File: config.mk
export PLATFORM = sky130hd
export DESIGN_NAME = ctpwm_top
export DESIGN_NICKNAME = d
export VERILOG_FILES = /design/src/ctpwm_pkg.sv /design/src/ctpwm_top.sv /design/src/ctpwm_count.sv
export SDC_FILE = /design/constraint.sdc
export NUM_CORES = 1
export LEC_CHECK = 0
export ABC_AREA = 1
export BUFFER_PORTS_ARGS = -buffer_cell sky130_fd_sc_hd__buf_2
export CELL_PAD_IN_SITES_DETAIL_PLACEMENT = 1
export CELL_PAD_IN_SITES_GLOBAL_PLACEMENT = 2
export CORE_MARGIN = 4
export CORE_UTILIZATION = 26
export CTS_CLUSTER_DIAMETER = 120
export DETAILED_ROUTE_END_ITERATION = 8
export PLACE_DENSITY_LB_ADDON = 0.1
export SLEW_MARGIN = 10
export SYNTH_ARGS = -nofsm -noshare
export SYNTH_HDL_FRONTEND = slang
export SYNTH_SLANG_ARGS = --single-unit
export TNS_END_PERCENT = 10
File: constraint.sdc
create_clock -name sys_clk -period 2 [get_ports sys_clk]
set_input_delay 0.2 -clock sys_clk [delete_from_list [all_inputs] [get_ports sys_clk]]
set_output_delay 0.2 -clock sys_clk [all_outputs]
set_load 0.1 [all_outputs]
File: src/ctpwm_pkg.sv
// Purpose: shared constants and types of the compact compare/pwm timer
// Assumes: one 125 MHz clock (8 ns), counter advances once per clock
// Notes:   byte-wide registers sit in the low lane of 32-bit wishbone words
package ctpwm_pkg;

  // ****************************************************************
  // counter geometry
  // ****************************************************************
  localparam int CNT_W = 10;
  localparam int P_W   = 3;

  // ****************************************************************
  // modes and output functions
  // ****************************************************************
  typedef enum logic [1:0] {
    CTPWM_CMP_A,
    CTPWM_CMP_B,
    CTPWM_PWM,
    CTPWM_TC
  } ctpwm_mode_e;

  typedef enum logic [1:0] {
    CTPWM_FORCE_OFF,
    CTPWM_FORCE_ON,
    CTPWM_WAVE,
    CTPWM_UNDEF
  } ctpwm_ofn_e;

  // ****************************************************************
  // register offsets (byte addresses)
  // ****************************************************************
  localparam logic [7:0] OFS_CTRL1   = 8'h00;
  localparam logic [7:0] OFS_CTRL0   = 8'h04;
  localparam logic [7:0] OFS_CNT_LO  = 8'h08;
  localparam logic [7:0] OFS_CNT_HI  = 8'h0c;
  localparam logic [7:0] OFS_CMPA_LO = 8'h10;
  localparam logic [7:0] OFS_CMPA_HI = 8'h14;
  localparam logic [7:0] OFS_CMPP    = 8'h18;
  localparam logic [7:0] OFS_STAT    = 8'h1c;

  // ****************************************************************
  // field positions
  // ****************************************************************
  localparam int B_MODE = 6;
  localparam int B_OFN  = 4;
  localparam int B_OC   = 3;
  localparam int B_POL  = 2;
  localparam int B_DPX  = 1;
  localparam int B_CCL  = 0;
  localparam int B_ON   = 3;
  localparam int B_FA   = 0;
  localparam int B_FP   = 1;

  // ****************************************************************
  // reset values
  // ****************************************************************
  localparam logic [7:0] CTRL1_RST = 8'h00;
  localparam logic       ON_RST    = 1'b0;
  localparam logic [7:0] CMPA_RST  = 8'h00;
  localparam logic [7:0] CMPP_RST  = 8'h00;

endpackage : ctpwm_pkg

File: src/ctpwm_top.sv
// Purpose: compact timer with compare-match, timer/counter and pwm output
// Assumes: classic wishbone slave, byte registers in lane 0
// Notes:   answer comes one cycle after the request; writes land on the ack edge
//
// The implementer's own choices: register access over Wishbone and the placing of the registers.
module ctpwm_top #(
  parameter int CNT_W = ctpwm_pkg::CNT_W,
  parameter int P_W   = ctpwm_pkg::P_W
) (
  input  wire logic        sys_clk,
  input  wire logic        arst_n,
  input  wire logic        wb_cyc,
  input  wire logic        wb_stb,
  input  wire logic        wb_we,
  input  wire logic [7:0]  wb_adr,
  input  wire logic [3:0]  wb_sel,
  input  wire logic [31:0] wb_dat_w,
  output logic      [31:0] wb_dat_r,
  output logic             wb_ack,
  output logic             pin_out,
  output logic             pin_oe,
  output logic             match_a_flag,
  output logic             match_p_flag
);
  import ctpwm_pkg::*;

  // ****************************************************************
  // parameter check
  // ****************************************************************
  if (CNT_W <= 8 || CNT_W > 16 || P_W > 8) begin : g_bad
    $error("ctpwm_top: CNT_W must be 9..16 and P_W at most 8");
  end

  // ****************************************************************
  // registers
  // ****************************************************************
  logic [7:0]       ctrl1_r;
  logic             on_r;
  logic             on_prev_r;
  logic [CNT_W-1:0] cmpa_r;
  logic [P_W-1:0]   cmpp_r;
  logic             fa_r;
  logic             fp_r;
  logic             cmo_st_r;
  logic             pin_r;
  logic             oe_r;
  logic             ack_r;
  logic [31:0]      rdat_r;

  // ****************************************************************
  // decode
  // ****************************************************************
  ctpwm_mode_e      mode;
  ctpwm_ofn_e       ofn;
  logic             oc;
  logic             pol;
  logic             dpx;
  logic             ccl;
  logic             is_pwm;
  logic             is_cmo;
  logic             restart;
  logic [CNT_W-1:0] count;
  logic             hit_a;
  logic             hit_p;
  logic             wave_act;

  assign mode    = ctpwm_mode_e'(ctrl1_r[B_MODE +: 2]);
  assign ofn     = ctpwm_ofn_e'(ctrl1_r[B_OFN +: 2]);
  assign oc      = ctrl1_r[B_OC];
  assign pol     = ctrl1_r[B_POL];
  assign dpx     = ctrl1_r[B_DPX];
  assign ccl     = ctrl1_r[B_CCL];
  assign is_pwm  = (mode == CTPWM_PWM);
  assign is_cmo  = (mode == CTPWM_CMP_A) || (mode == CTPWM_CMP_B);
  assign restart = on_r && !on_prev_r;

  ctpwm_count #(
    .CNT_W (CNT_W),
    .P_W   (P_W)
  ) u_count (
    .sys_clk  (sys_clk),
    .arst_n   (arst_n),
    .run      (on_r),
    .restart  (restart),
    .mode     (mode),
    .ccl      (ccl),
    .dpx      (dpx),
    .cmpa     (cmpa_r),
    .cmpp     (cmpp_r),
    .count    (count),
    .hit_a    (hit_a),
    .hit_p    (hit_p),
    .wave_act (wave_act)
  );

  // ****************************************************************
  // wishbone slave
  // ****************************************************************
  logic       req;
  logic       wr_en;
  logic [7:0] wbyte;
  logic [7:0] rd_byte;
  logic       wr_ctrl1;
  logic       wr_ctrl0;
  logic       wr_alo;
  logic       wr_ahi;
  logic       wr_p;
  logic       wr_stat;

  assign req   = wb_cyc && wb_stb;
  // commit on the edge where the master sees ack
  assign wr_en = req && wb_we && ack_r && wb_sel[0];
  assign wbyte = wb_dat_w[7:0];
  assign wr_ctrl1 = wr_en && (wb_adr == OFS_CTRL1);
  assign wr_ctrl0 = wr_en && (wb_adr == OFS_CTRL0);
  assign wr_alo   = wr_en && (wb_adr == OFS_CMPA_LO);
  assign wr_ahi   = wr_en && (wb_adr == OFS_CMPA_HI);
  assign wr_p     = wr_en && (wb_adr == OFS_CMPP);
  assign wr_stat  = wr_en && (wb_adr == OFS_STAT);

  // unmapped words read as zero and still answer
  assign rd_byte =
      (wb_adr == OFS_CTRL1)   ? ctrl1_r
    : (wb_adr == OFS_CTRL0)   ? (8'(on_r) << B_ON)
    : (wb_adr == OFS_CNT_LO)  ? count[7:0]
    : (wb_adr == OFS_CNT_HI)  ? 8'(count[CNT_W-1:8])
    : (wb_adr == OFS_CMPA_LO) ? cmpa_r[7:0]
    : (wb_adr == OFS_CMPA_HI) ? 8'(cmpa_r[CNT_W-1:8])
    : (wb_adr == OFS_CMPP)    ? 8'(cmpp_r)
    : (wb_adr == OFS_STAT)    ? ((8'(fa_r) << B_FA) | (8'(fp_r) << B_FP))
    : 8'h00;

  always_ff @(posedge sys_clk or negedge arst_n) begin
    if (!arst_n) begin
      ack_r  <= 1'b0;
      rdat_r <= 32'h0000_0000;
    end else begin
      ack_r  <= req && !ack_r;
      rdat_r <= (req && !ack_r) ? {24'h00_0000, rd_byte} : rdat_r;
    end
  end

  always_ff @(posedge sys_clk or negedge arst_n) begin
    if (!arst_n) begin
      ctrl1_r   <= CTRL1_RST;
      on_r      <= ON_RST;
      on_prev_r <= ON_RST;
      cmpa_r    <= {CMPA_RST[CNT_W-9:0], CMPA_RST};
      cmpp_r    <= CMPP_RST[P_W-1:0];
    end else begin
      ctrl1_r   <= wr_ctrl1 ? wbyte : ctrl1_r;
      on_r      <= wr_ctrl0 ? wbyte[B_ON] : on_r;
      on_prev_r <= on_r;
      cmpa_r[7:0]       <= wr_alo ? wbyte : cmpa_r[7:0];
      cmpa_r[CNT_W-1:8] <= wr_ahi ? wbyte[CNT_W-9:0] : cmpa_r[CNT_W-1:8];
      cmpp_r    <= wr_p ? wbyte[P_W-1:0] : cmpp_r;
    end
  end

  // ****************************************************************
  // match flags: a new match beats a same-cycle clear
  // ****************************************************************
  logic fa_nxt;
  logic fp_nxt;

  assign fa_nxt = hit_a || (fa_r && !(wr_stat && wbyte[B_FA]));
  assign fp_nxt = hit_p || (fp_r && !(wr_stat && wbyte[B_FP]));

  always_ff @(posedge sys_clk or negedge arst_n) begin
    if (!arst_n) begin
      fa_r <= 1'b0;
      fp_r <= 1'b0;
    end else begin
      fa_r <= fa_nxt;
      fp_r <= fp_nxt;
    end
  end

  // ****************************************************************
  // pin logic
  // ****************************************************************
  logic cmo_nxt;
  logic pwm_lvl;
  logic pin_nxt;

  // function code sets low, high or toggle on an a match only
  assign cmo_nxt =
      restart                       ? oc
    : !(hit_a && is_cmo)            ? cmo_st_r
    : (ofn == CTPWM_FORCE_ON)       ? 1'b0
    : (ofn == CTPWM_WAVE)           ? 1'b1
    : (ofn == CTPWM_UNDEF)          ? !cmo_st_r
    : cmo_st_r;

  // undefined code parks at inactive; counter runs regardless of the code
  assign pwm_lvl =
      (ofn == CTPWM_WAVE)     ? (wave_act ? oc : !oc)
    : (ofn == CTPWM_FORCE_ON) ? oc
    : !oc;

  assign pin_nxt = is_pwm ? (pwm_lvl ^ pol)
                 : is_cmo ? (cmo_st_r ^ pol)
                 : 1'b0;

  always_ff @(posedge sys_clk or negedge arst_n) begin
    if (!arst_n) begin
      cmo_st_r <= 1'b0;
      pin_r    <= 1'b0;
      oe_r     <= 1'b0;
    end else begin
      cmo_st_r <= cmo_nxt;
      pin_r    <= pin_nxt;
      oe_r     <= (mode != CTPWM_TC);
    end
  end

  assign wb_ack       = ack_r;
  assign wb_dat_r     = rdat_r;
  assign pin_out      = pin_r;
  assign pin_oe       = oe_r;
  assign match_a_flag = fa_r;
  assign match_p_flag = fp_r;
endmodule : ctpwm_top

File: src/ctpwm_count.sv
// Purpose: up-counter, comparators a and p, pwm active window
// Assumes: cmpp is compared with the top P_W counter bits
// Notes:   matches look at count+1 so a clear lands exactly on the period
module ctpwm_count #(
  parameter int CNT_W = ctpwm_pkg::CNT_W,
  parameter int P_W   = ctpwm_pkg::P_W
) (
  input  wire logic               sys_clk,
  input  wire logic               arst_n,
  input  wire logic               run,
  input  wire logic               restart,
  input  wire ctpwm_pkg::ctpwm_mode_e mode,
  input  wire logic               ccl,
  input  wire logic               dpx,
  input  wire logic [CNT_W-1:0]   cmpa,
  input  wire logic [P_W-1:0]     cmpp,
  output logic      [CNT_W-1:0]   count,
  output logic                    hit_a,
  output logic                    hit_p,
  output logic                    wave_act
);
  import ctpwm_pkg::*;

  // ****************************************************************
  // parameter check
  // ****************************************************************
  if (P_W < 1 || CNT_W <= P_W + 1) begin : g_bad
    $error("ctpwm_count: CNT_W must exceed P_W + 1");
  end

  // ****************************************************************
  // compare and clear
  // ****************************************************************
  function automatic logic [CNT_W:0] p_len(input logic [P_W-1:0] c);
    logic [CNT_W:0] v;
    v = '0;
    if (c == '0) begin
      v[CNT_W] = 1'b1;
    end else begin
      v[CNT_W-1 -: P_W] = c;
    end
    return v;
  endfunction : p_len

  logic [CNT_W-1:0] cnt_inc;
  logic             a_eq;
  logic             p_eq;
  logic             is_pwm;
  logic             clr;
  logic [CNT_W:0]   period_v;
  logic [CNT_W:0]   duty_v;
  logic [CNT_W:0]   a_len;
  logic [CNT_W-1:0] count_nxt;

  assign cnt_inc = count + 1'b1;
  assign a_eq    = (cnt_inc == cmpa);
  // code zero lands on cnt_inc == 0, i.e. overflow
  assign p_eq    = (cnt_inc[CNT_W-1 -: P_W] == cmpp)
                && (cnt_inc[CNT_W-P_W-1:0] == '0);
  assign is_pwm  = (mode == CTPWM_PWM);
  // a zero compare a raises no flag outside pwm
  // a restart drops the stale count, so it raises no match
  assign hit_a   = run && !restart && a_eq && (is_pwm || cmpa != '0);
  assign hit_p   = run && !restart && p_eq && (is_pwm || !ccl);
  assign clr     = is_pwm ? (dpx ? a_eq : p_eq)
                          : (ccl ? a_eq : p_eq);

  // ****************************************************************
  // pwm window
  // ****************************************************************
  assign a_len    = (cmpa == '0) ? p_len('0) : {1'b0, cmpa};
  assign period_v = dpx ? a_len : p_len(cmpp);
  assign duty_v   = dpx ? p_len(cmpp) : {1'b0, cmpa};
  assign wave_act = (duty_v >= period_v) || ({1'b0, count} < duty_v);

  assign count_nxt = restart ? '0
                   : !run    ? count
                   : clr     ? '0
                   : cnt_inc;

  always_ff @(posedge sys_clk or negedge arst_n) begin
    if (!arst_n) begin
      count <= '0;
    end else begin
      count <= count_nxt;
    end
  end

endmodule : ctpwm_count

* Word-level counts from Yosys, hierarchy flattened
Cells that the tools add are included.
** Operators by class
- Reduce and logical (&&, ||, !) cells :: 47
- $add $sub $neg :: 1
- Muxes and demuxes :: 29
- Bitwise operators :: 3
- Eq/ne operators :: 15
- Order comparisons :: 2
** Operators by type and width (number)
- 2-to-1 mux 8 bit :: 5
- 2-to-1 mux 11 bit :: 3
- equality test 8 x 5 -> 1 bit, second input constant :: 4
- 2-to-1 mux 10 bit :: 3
- logical AND 1 bit :: 23
- equality test 8 x 4 -> 1 bit, second input constant :: 2
- 2-to-1 mux 1 bit :: 14
- >= comparator 11 bit :: 1
- less-than comparator 10 x 11 -> 1 bit :: 1
- adder 10 x 1 -> 10 bit, second input constant :: 1
- equality test 10 bit :: 1
- logical NOT 10 bit :: 1
- nonzero test 10 bit :: 1
- 2-to-1 mux 3 bit :: 3
- equality test 8 x 3 -> 1 bit, second input constant :: 1
- logical NOT 1 bit :: 8
- logical NOT 8 bit :: 1
- logical NOT 7 bit :: 1
- equality test 2 bit, second input constant :: 3
- logical OR 1 bit :: 6
- equality test 2 x 1 -> 1 bit, second input constant :: 2
- nonzero test 2 bit :: 2
- nonzero test 4 bit :: 1
- equality test 3 bit :: 1
- 7 further kinds :: 8
** Word-level totals
- Bits in registers :: 47
- Word-level logic and storage cells :: 111
- Output and inout bits :: 37
- Bits of input ports :: 49

* Logic depth before layout (Yosys ltp)
- Word-level depth :: 9
- Gate-level depth with buffers :: 16
- Depth with buffers taken out :: 15

* By module
Synthesis repeated with hierarchy kept, for this count alone.
** Second synthesis, totals
- Cell total of the unflattened synthesis :: 515
- Area total of the unflattened synthesis :: 3764.9 um^2
** By module, submodules not included
- ctpwm_top :: area an instance 2162.1 um^2, seq. area each 925.9 um^2, instances 1, cells each 259
- ctpwm_count :: area an instance 1602.8 um^2, seq. area each 250.2 um^2, instances 1, cells each 256

* Least setup slack after synthesis
No wires, ideal clock.
- Path type :: register to register
- From :: reg ctrl1_r[1]
- To :: reg pin_r (netlist: pin_out)
- Arrival :: 1982 ps
- Required time :: 1883 ps
- Setup time :: 117 ps
- Stages on the path, launching flop included :: 17
- Slack :: -100 ps
- Clock period less this slack :: 2100 ps
- Buffers on the path :: 1
- Cells stage by stage :: dfrtp_1 inv_1 clkbuf_1 or2_2 o21ai_0 inv_1 ha_1 nand2_1 nor2_1 nand3_1 o211ai_1 a21oi_1 nand3_1 nand2_1 nand2_1 nand3_1 nand2_1
** On the way
- Word-level cells in the longest chain between the ends :: 7
- Elaborated cells between the ends (all ways) :: 9
- Those cells by class :: order compare: 2; mux: 5; bitwise: 1; reduce/logical: 1
** Ends and longest elaborated chain
- start: declaration :: RTL line ctpwm_top.sv:37 : logic [7:0] ctrl1_r;
- start signal: assignment :: RTL line ctpwm_top.sv:151 : ctrl1_r <= wr_ctrl1 ? wbyte : ctrl1_r;
- 2-to-1 mux 11 bit, on equally long branches :: RTL line ctpwm_count.sv:73, ctpwm_count.sv:72
- >= comparator 11 bit / less-than comparator 10 x 11 -> 1 bit (equally long branches) :: RTL line ctpwm_count.sv:74 : assign wave_act = (duty_v >= period_v) || ({1'b0, count} < duty_v);
- logical OR 1 bit (*) :: RTL line ctpwm_count.sv:74
- 2-to-1 mux 1 bit (*) (2 in a row) :: RTL line ctpwm_top.sv:197 : (ofn == CTPWM_WAVE) ? (wave_act ? oc : !oc)
- XOR 1 bit (*) :: RTL line ctpwm_top.sv:201 : assign pin_nxt = is_pwm ? (pwm_lvl ^ pol)
- 2-to-1 mux 1 bit (*) :: RTL line ctpwm_top.sv:201
- net pin_nxt :: RTL line ctpwm_top.sv:184 : logic pin_nxt;
- end signal: assignment :: RTL line ctpwm_top.sv:212 : pin_r <= pin_nxt;
- end: declaration :: RTL line ctpwm_top.sv:45 : logic pin_r;
The timed path passes the listed nets; every way through them passes the cells marked *.
A chain may end at the register's enable or synchronous reset.

* Worst setup path after layout
- From :: reg cmpa_r[4]
- To :: reg pin_r (netlist: pin_out)
** On the way
- Word-level cells in the longest chain between the ends :: 9
- Elaborated cells between the ends (all ways) :: 11
- Those cells by class :: order compare: 2; mux: 6; bitwise: 1; reduce/logical: 2
** Ends and longest elaborated chain
- start: declaration :: RTL line ctpwm_top.sv:40 : logic [CNT_W-1:0] cmpa_r;
- start signal: assignment :: RTL line ctpwm_top.sv:148 : cmpa_r <= {CMPA_RST[CNT_W-9:0], CMPA_RST};
- start signal: assignment :: RTL line ctpwm_top.sv:154 : cmpa_r[7:0] <= wr_alo ? wbyte : cmpa_r[7:0];
- start signal: indexed assignment :: RTL line ctpwm_top.sv:155 : cmpa_r[CNT_W-1:8] <= wr_ahi ? wbyte[CNT_W-9:0] : cmpa_r[CNT_W-1:8];
- logical NOT 10 bit :: RTL line ctpwm_count.sv:71 : assign a_len = (cmpa == '0) ? p_len('0) : {1'b0, cmpa};
- 2-to-1 mux 11 bit :: RTL line ctpwm_count.sv:71
- 2-to-1 mux 11 bit :: RTL line ctpwm_count.sv:72 : assign period_v = dpx ? a_len : p_len(cmpp);
- >= comparator 11 bit :: RTL line ctpwm_count.sv:74
- logical OR 1 bit (*) :: RTL line ctpwm_count.sv:74
- 2-to-1 mux 1 bit (*) (2 in a row) :: RTL line ctpwm_top.sv:197
- XOR 1 bit (*) :: RTL line ctpwm_top.sv:201
- 2-to-1 mux 1 bit (*) :: RTL line ctpwm_top.sv:201
- net pin_nxt :: RTL line ctpwm_top.sv:184
Marked as above.

==> flow_metrics.env <==
export IMPL_avgSynthCellArea_um2=7.13
export IMPL_routed_wl_mm=12.6
export IMPL_core_um2=12800
export IMPL_cts_root_buf="clkbuf_16"
export IMPL_diodes=0
export IMPL_cpPeakStageDelay_ns=0.39
export IMPL_max_freq_mhz=432
export IMPL_area_delta_synth_final_pct=33.9
export IMPL_cap_viol_max_count=0
export IMPL_cp_max_fo=3
export IMPL_synth_main_ff_cell="dfrtp_1"
export IMPL_status="finished with violations"
export IMPL_drcViolationCount=0
export IMPL_cp_cell_sequence="nor2_2 > nand3_1 > nor4_2 > a21oi_1 > ha_1 > nand2_2 > nor2_2 > nand3_1 > o211ai_1 > a21oi_1 > nand3_1 > nand2_1 > nand2_1 > nand3_2 > nand2_1"
export IMPL_grt_pass1_wl_mm=20.0
export IMPL_synth_seq_area_share=0.344
export IMPL_power_total_uw=2410
export IMPL_worst_hold_path_type="input port to flop"
export IMPL_worstPathBufferInverterCount=0
export IMPL_slowest_stage="dfrtp_1"
export IMPL_gp_congestion=0.843
export IMPL_crit_arrival_ns=2.51
export IMPL_maxSlewHeadroom=0.597
export IMPL_die_y_um=123
export IMPL_synth_edf_count=0
export IMPL_io_buffers=34
export IMPL_synth_compound_area_frac=0.132
export IMPL_setup_ws_ns=-0.316
export IMPL_timing_final_crit_share=1.16
export IMPL_dpl_hpwl_mm=10.2
export IMPL_worstSetupPathType="flop to flop"
export IMPL_cts_tree="built"
export IMPL_placed_area_um2=4270
export IMPL_min_path_cells=3
export IMPL_drive_gt1_frac=0.279
export IMPL_ys_top_cells_by_area="dfrtp_1 (34%), nand2_1 (14%), ha_1 (6.6%), o21ai_0 (6.6%), nand3_1 (5.7%)"
export IMPL_crit_path_end_kind="flop"
export IMPL_worstRegToRegCells=15
export IMPL_ant_nets=0
export IMPL_rows=41
export IMPL_period_needed_ns=2.32
export IMPL_power_density_nw_per_um2=526
export IMPL_clk_latency_ns=0.30
export IMPL_finalInstanceArea_um2=4580
export IMPL_async_reset_ff_frac=1.00
export IMPL_rsz0062_at_grt="true"
export IMPL_dieArea_um2=15100
export IMPL_netlist_area_um2=3420
export IMPL_antenna_found_initial=0
export IMPL_grt_pass1_vias=3694
export IMPL_synth_largest_area_cell="dfrtp_1"
export IMPL_finalHoldViolCount=0
export IMPL_synth_seq_cells=47
export IMPL_first_iter_violations=181
export IMPL_hp_start="wb_dat_w[5]"
export IMPL_synth_top_family_by_area="simple AND/OR/NAND/NOR gates"
export IMPL_setup_tns_final_ns=-1.11
export IMPL_vias=3486
export IMPL_netlist_area_leader_share=0.344
export IMPL_synthSimpleGateAreaFrac=0.327
export IMPL_cp_required_ns=2.20
export IMPL_hold_end="ctrl1_r[5]"
export IMPL_post_drt_wl_per_cell_um=16.4
export IMPL_grt_overflow_total=0
export IMPL_grtUsageTotal=0.177
export IMPL_skew_ns=0.00652
export IMPL_finalMaxSlewViolations=0
export IMPL_yosys_area_share_xor_xnor=0.0172
export IMPL_whs_ns=0.201
export IMPL_ir_drop_v=0.000248
export IMPL_r2r_start="cmpa_r[4]"
export IMPL_cts_sinks=47
export IMPL_tightest_slew_ns=0.604
export IMPL_vias_per_cell=4.52
export IMPL_clk_path_buf_depth=2
export IMPL_muxShareOfSynthArea=0
export IMPL_setup_viol=13
export IMPL_fin_nets=665
export IMPL_p_leak_uw=0.00225
export IMPL_critical_path_top_delay_family="simple AND/OR/NAND/NOR gates"
export IMPL_ys_types=38
export IMPL_clkTransAtPathRegs_ns=0.07
export IMPL_synthCells=480
export IMPL_start_util=0.268
export IMPL_first_pass_iters=4
export IMPL_die_w_um=123
export IMPL_startpoint_type="flop"
export IMPL_cts_buffers=5
export IMPL_rrSetupSlack_ns=-0.32
export IMPL_grt_max_degree=27
export IMPL_r2r_end="pin_out"
export IMPL_htree_levels=2
export IMPL_synth_warnings=0
export IMPL_io_pins=86
export IMPL_violations="negative setup slack"
export IMPL_synth_adder_area_share=0.0658
## timing repair
item	4_1_cts	5_1_grt
setup endpoints to repair	13	14
hold buffers	1	0
buffers inserted	8	3
hold endpoints to repair	21	0
pin swaps	8	12
gates resized for setup	10	15
## layer usage
metal	share of wire	track usage	up-vias
met2	0.47	0.292	57
met4	0.017	0.0497	0
met1	0.48	0.241	1655
met5	0	0	-
li1	-	-	1762
met3	0.035	0.0281	12
## metrics by stage
stage	utilization	std cells	setup slack, ns
2_1_floorplan	-	503	-0.0332
3_3_place_gp	0.334	751	-0.214
3_5_place_dp	0.334	751	-0.275
4_1_cts	0.353	768	-0.230
5_1_grt	0.359	771	-0.532
6_report	0.359	771	-0.316
## power breakdown
group	leakage [µW]	switching (µW)	internal, µW
Clock	0.0000741	406	502
Sequential	0.000625	14.0	973
Combinational	0.00155	452	65.2
Total	0.00225	872	1540
## logic make-up (layout without fill, tap and decap cells)
family | after synthesis | in the layout
simple gates | 244 | 244
compound gates | 85 | 85
buf+inv | 80 | 176
flops | 47 | 47
fa+ha+maj | 18 | 18
xor+xnor | 5 | 5
other cells | 1 | 24
## cells in the mapped netlist, types with 2 or more instances
master and instances:
ha_1 18, xor2_1 3, nor2_4 3, buf_4 24
nand2_1 127, dfrtp_1 47, nor3_1 7, inv_1 46
o22ai_1 2, nor2_2 3, inv_2 2, o21ai_1 2
clkbuf_1 7, a21oi_1 28, xor2_2 2, or2_2 2
nor2_1 42, nor3_4 2, o21ai_0 45, nor4_1 2
o211ai_1 3, nand4_1 5, nand3_1 39, nand2_2 5
## cells in the final DEF (no fill, tap or decap), types with 2 or more instances in the layout
cell	synthesis	routed
nand2_1	127	126
buf_6	0	7
nand3_1	39	37
nor3_4	2	2
buf_2	0	34
dfrtp_1	47	46
nor2_2	3	5
buf_4	24	75
xor2_2	2	2
conb_1	1	24
ha_1	18	17
inv_1	46	39
a21oi_1	28	28
nand2_2	5	6
o22ai_1	2	2
nor2_4	3	4
nand4_1	5	5
nand3_2	1	3
nor2_1	42	39
inv_2	2	9
xor2_1	3	3
o21ai_0	45	43
or2_2	2	2
o211ai_1	3	3
nor3_1	7	6
buf_12	0	2
clkbuf_16	0	5
o21ai_1	2	3
## worst max-delay path by stage
stage | startpoint | endpoint | slack (ns) | cells after the start
6_report | cmpa_r[4] | pin_out | -0.32 | 15
5_1_grt | cmpa_r[4] | pin_out | -0.53 | 15
4_1_cts | cmpa_r[6] | pin_out | -0.23 | 15
3_5_place_dp | cmpa_r[3] | pin_out | -0.27 | 15
3_3_place_gp | cmpa_r[3] | pin_out | -0.21 | 15
2_1_floorplan | ctrl1_r[1] | pin_out | -0.03 | 16
## area by class of cell
class,count,area (µm²)
multi-input cells,376,1990
clock buffers,7,143
repair buffers,119,862
fillers,1611,8190
inverters,49,184
clock inverters,1,8.76
flip-flops and latches,47,1180
well taps,172,215
## worst reg2reg max path: cells and delay by family (launching register included)
kind	cells	cell delay, ns
AO/OA/AOI/OAI	3	0.38
adder cells (fa/ha/maj)	1	0.31
flip-flops	1	0.39
AND/OR/NAND/NOR	11	1.16
## flip-flops by register name, summed over array words and instances (netlist names)
register	flops
wb_dat_r	8
match_a_flag	1
cmpp_r	3
cmpa_r	10
on_prev_r	1
pin_oe	1
match_p_flag	1
on_r	1
wb_ack	1
ctrl1_r	8
u_count.count	10
cmo_st_r	1
pin_out	1
No activity file was read; power rests on OpenSTA's default activity.
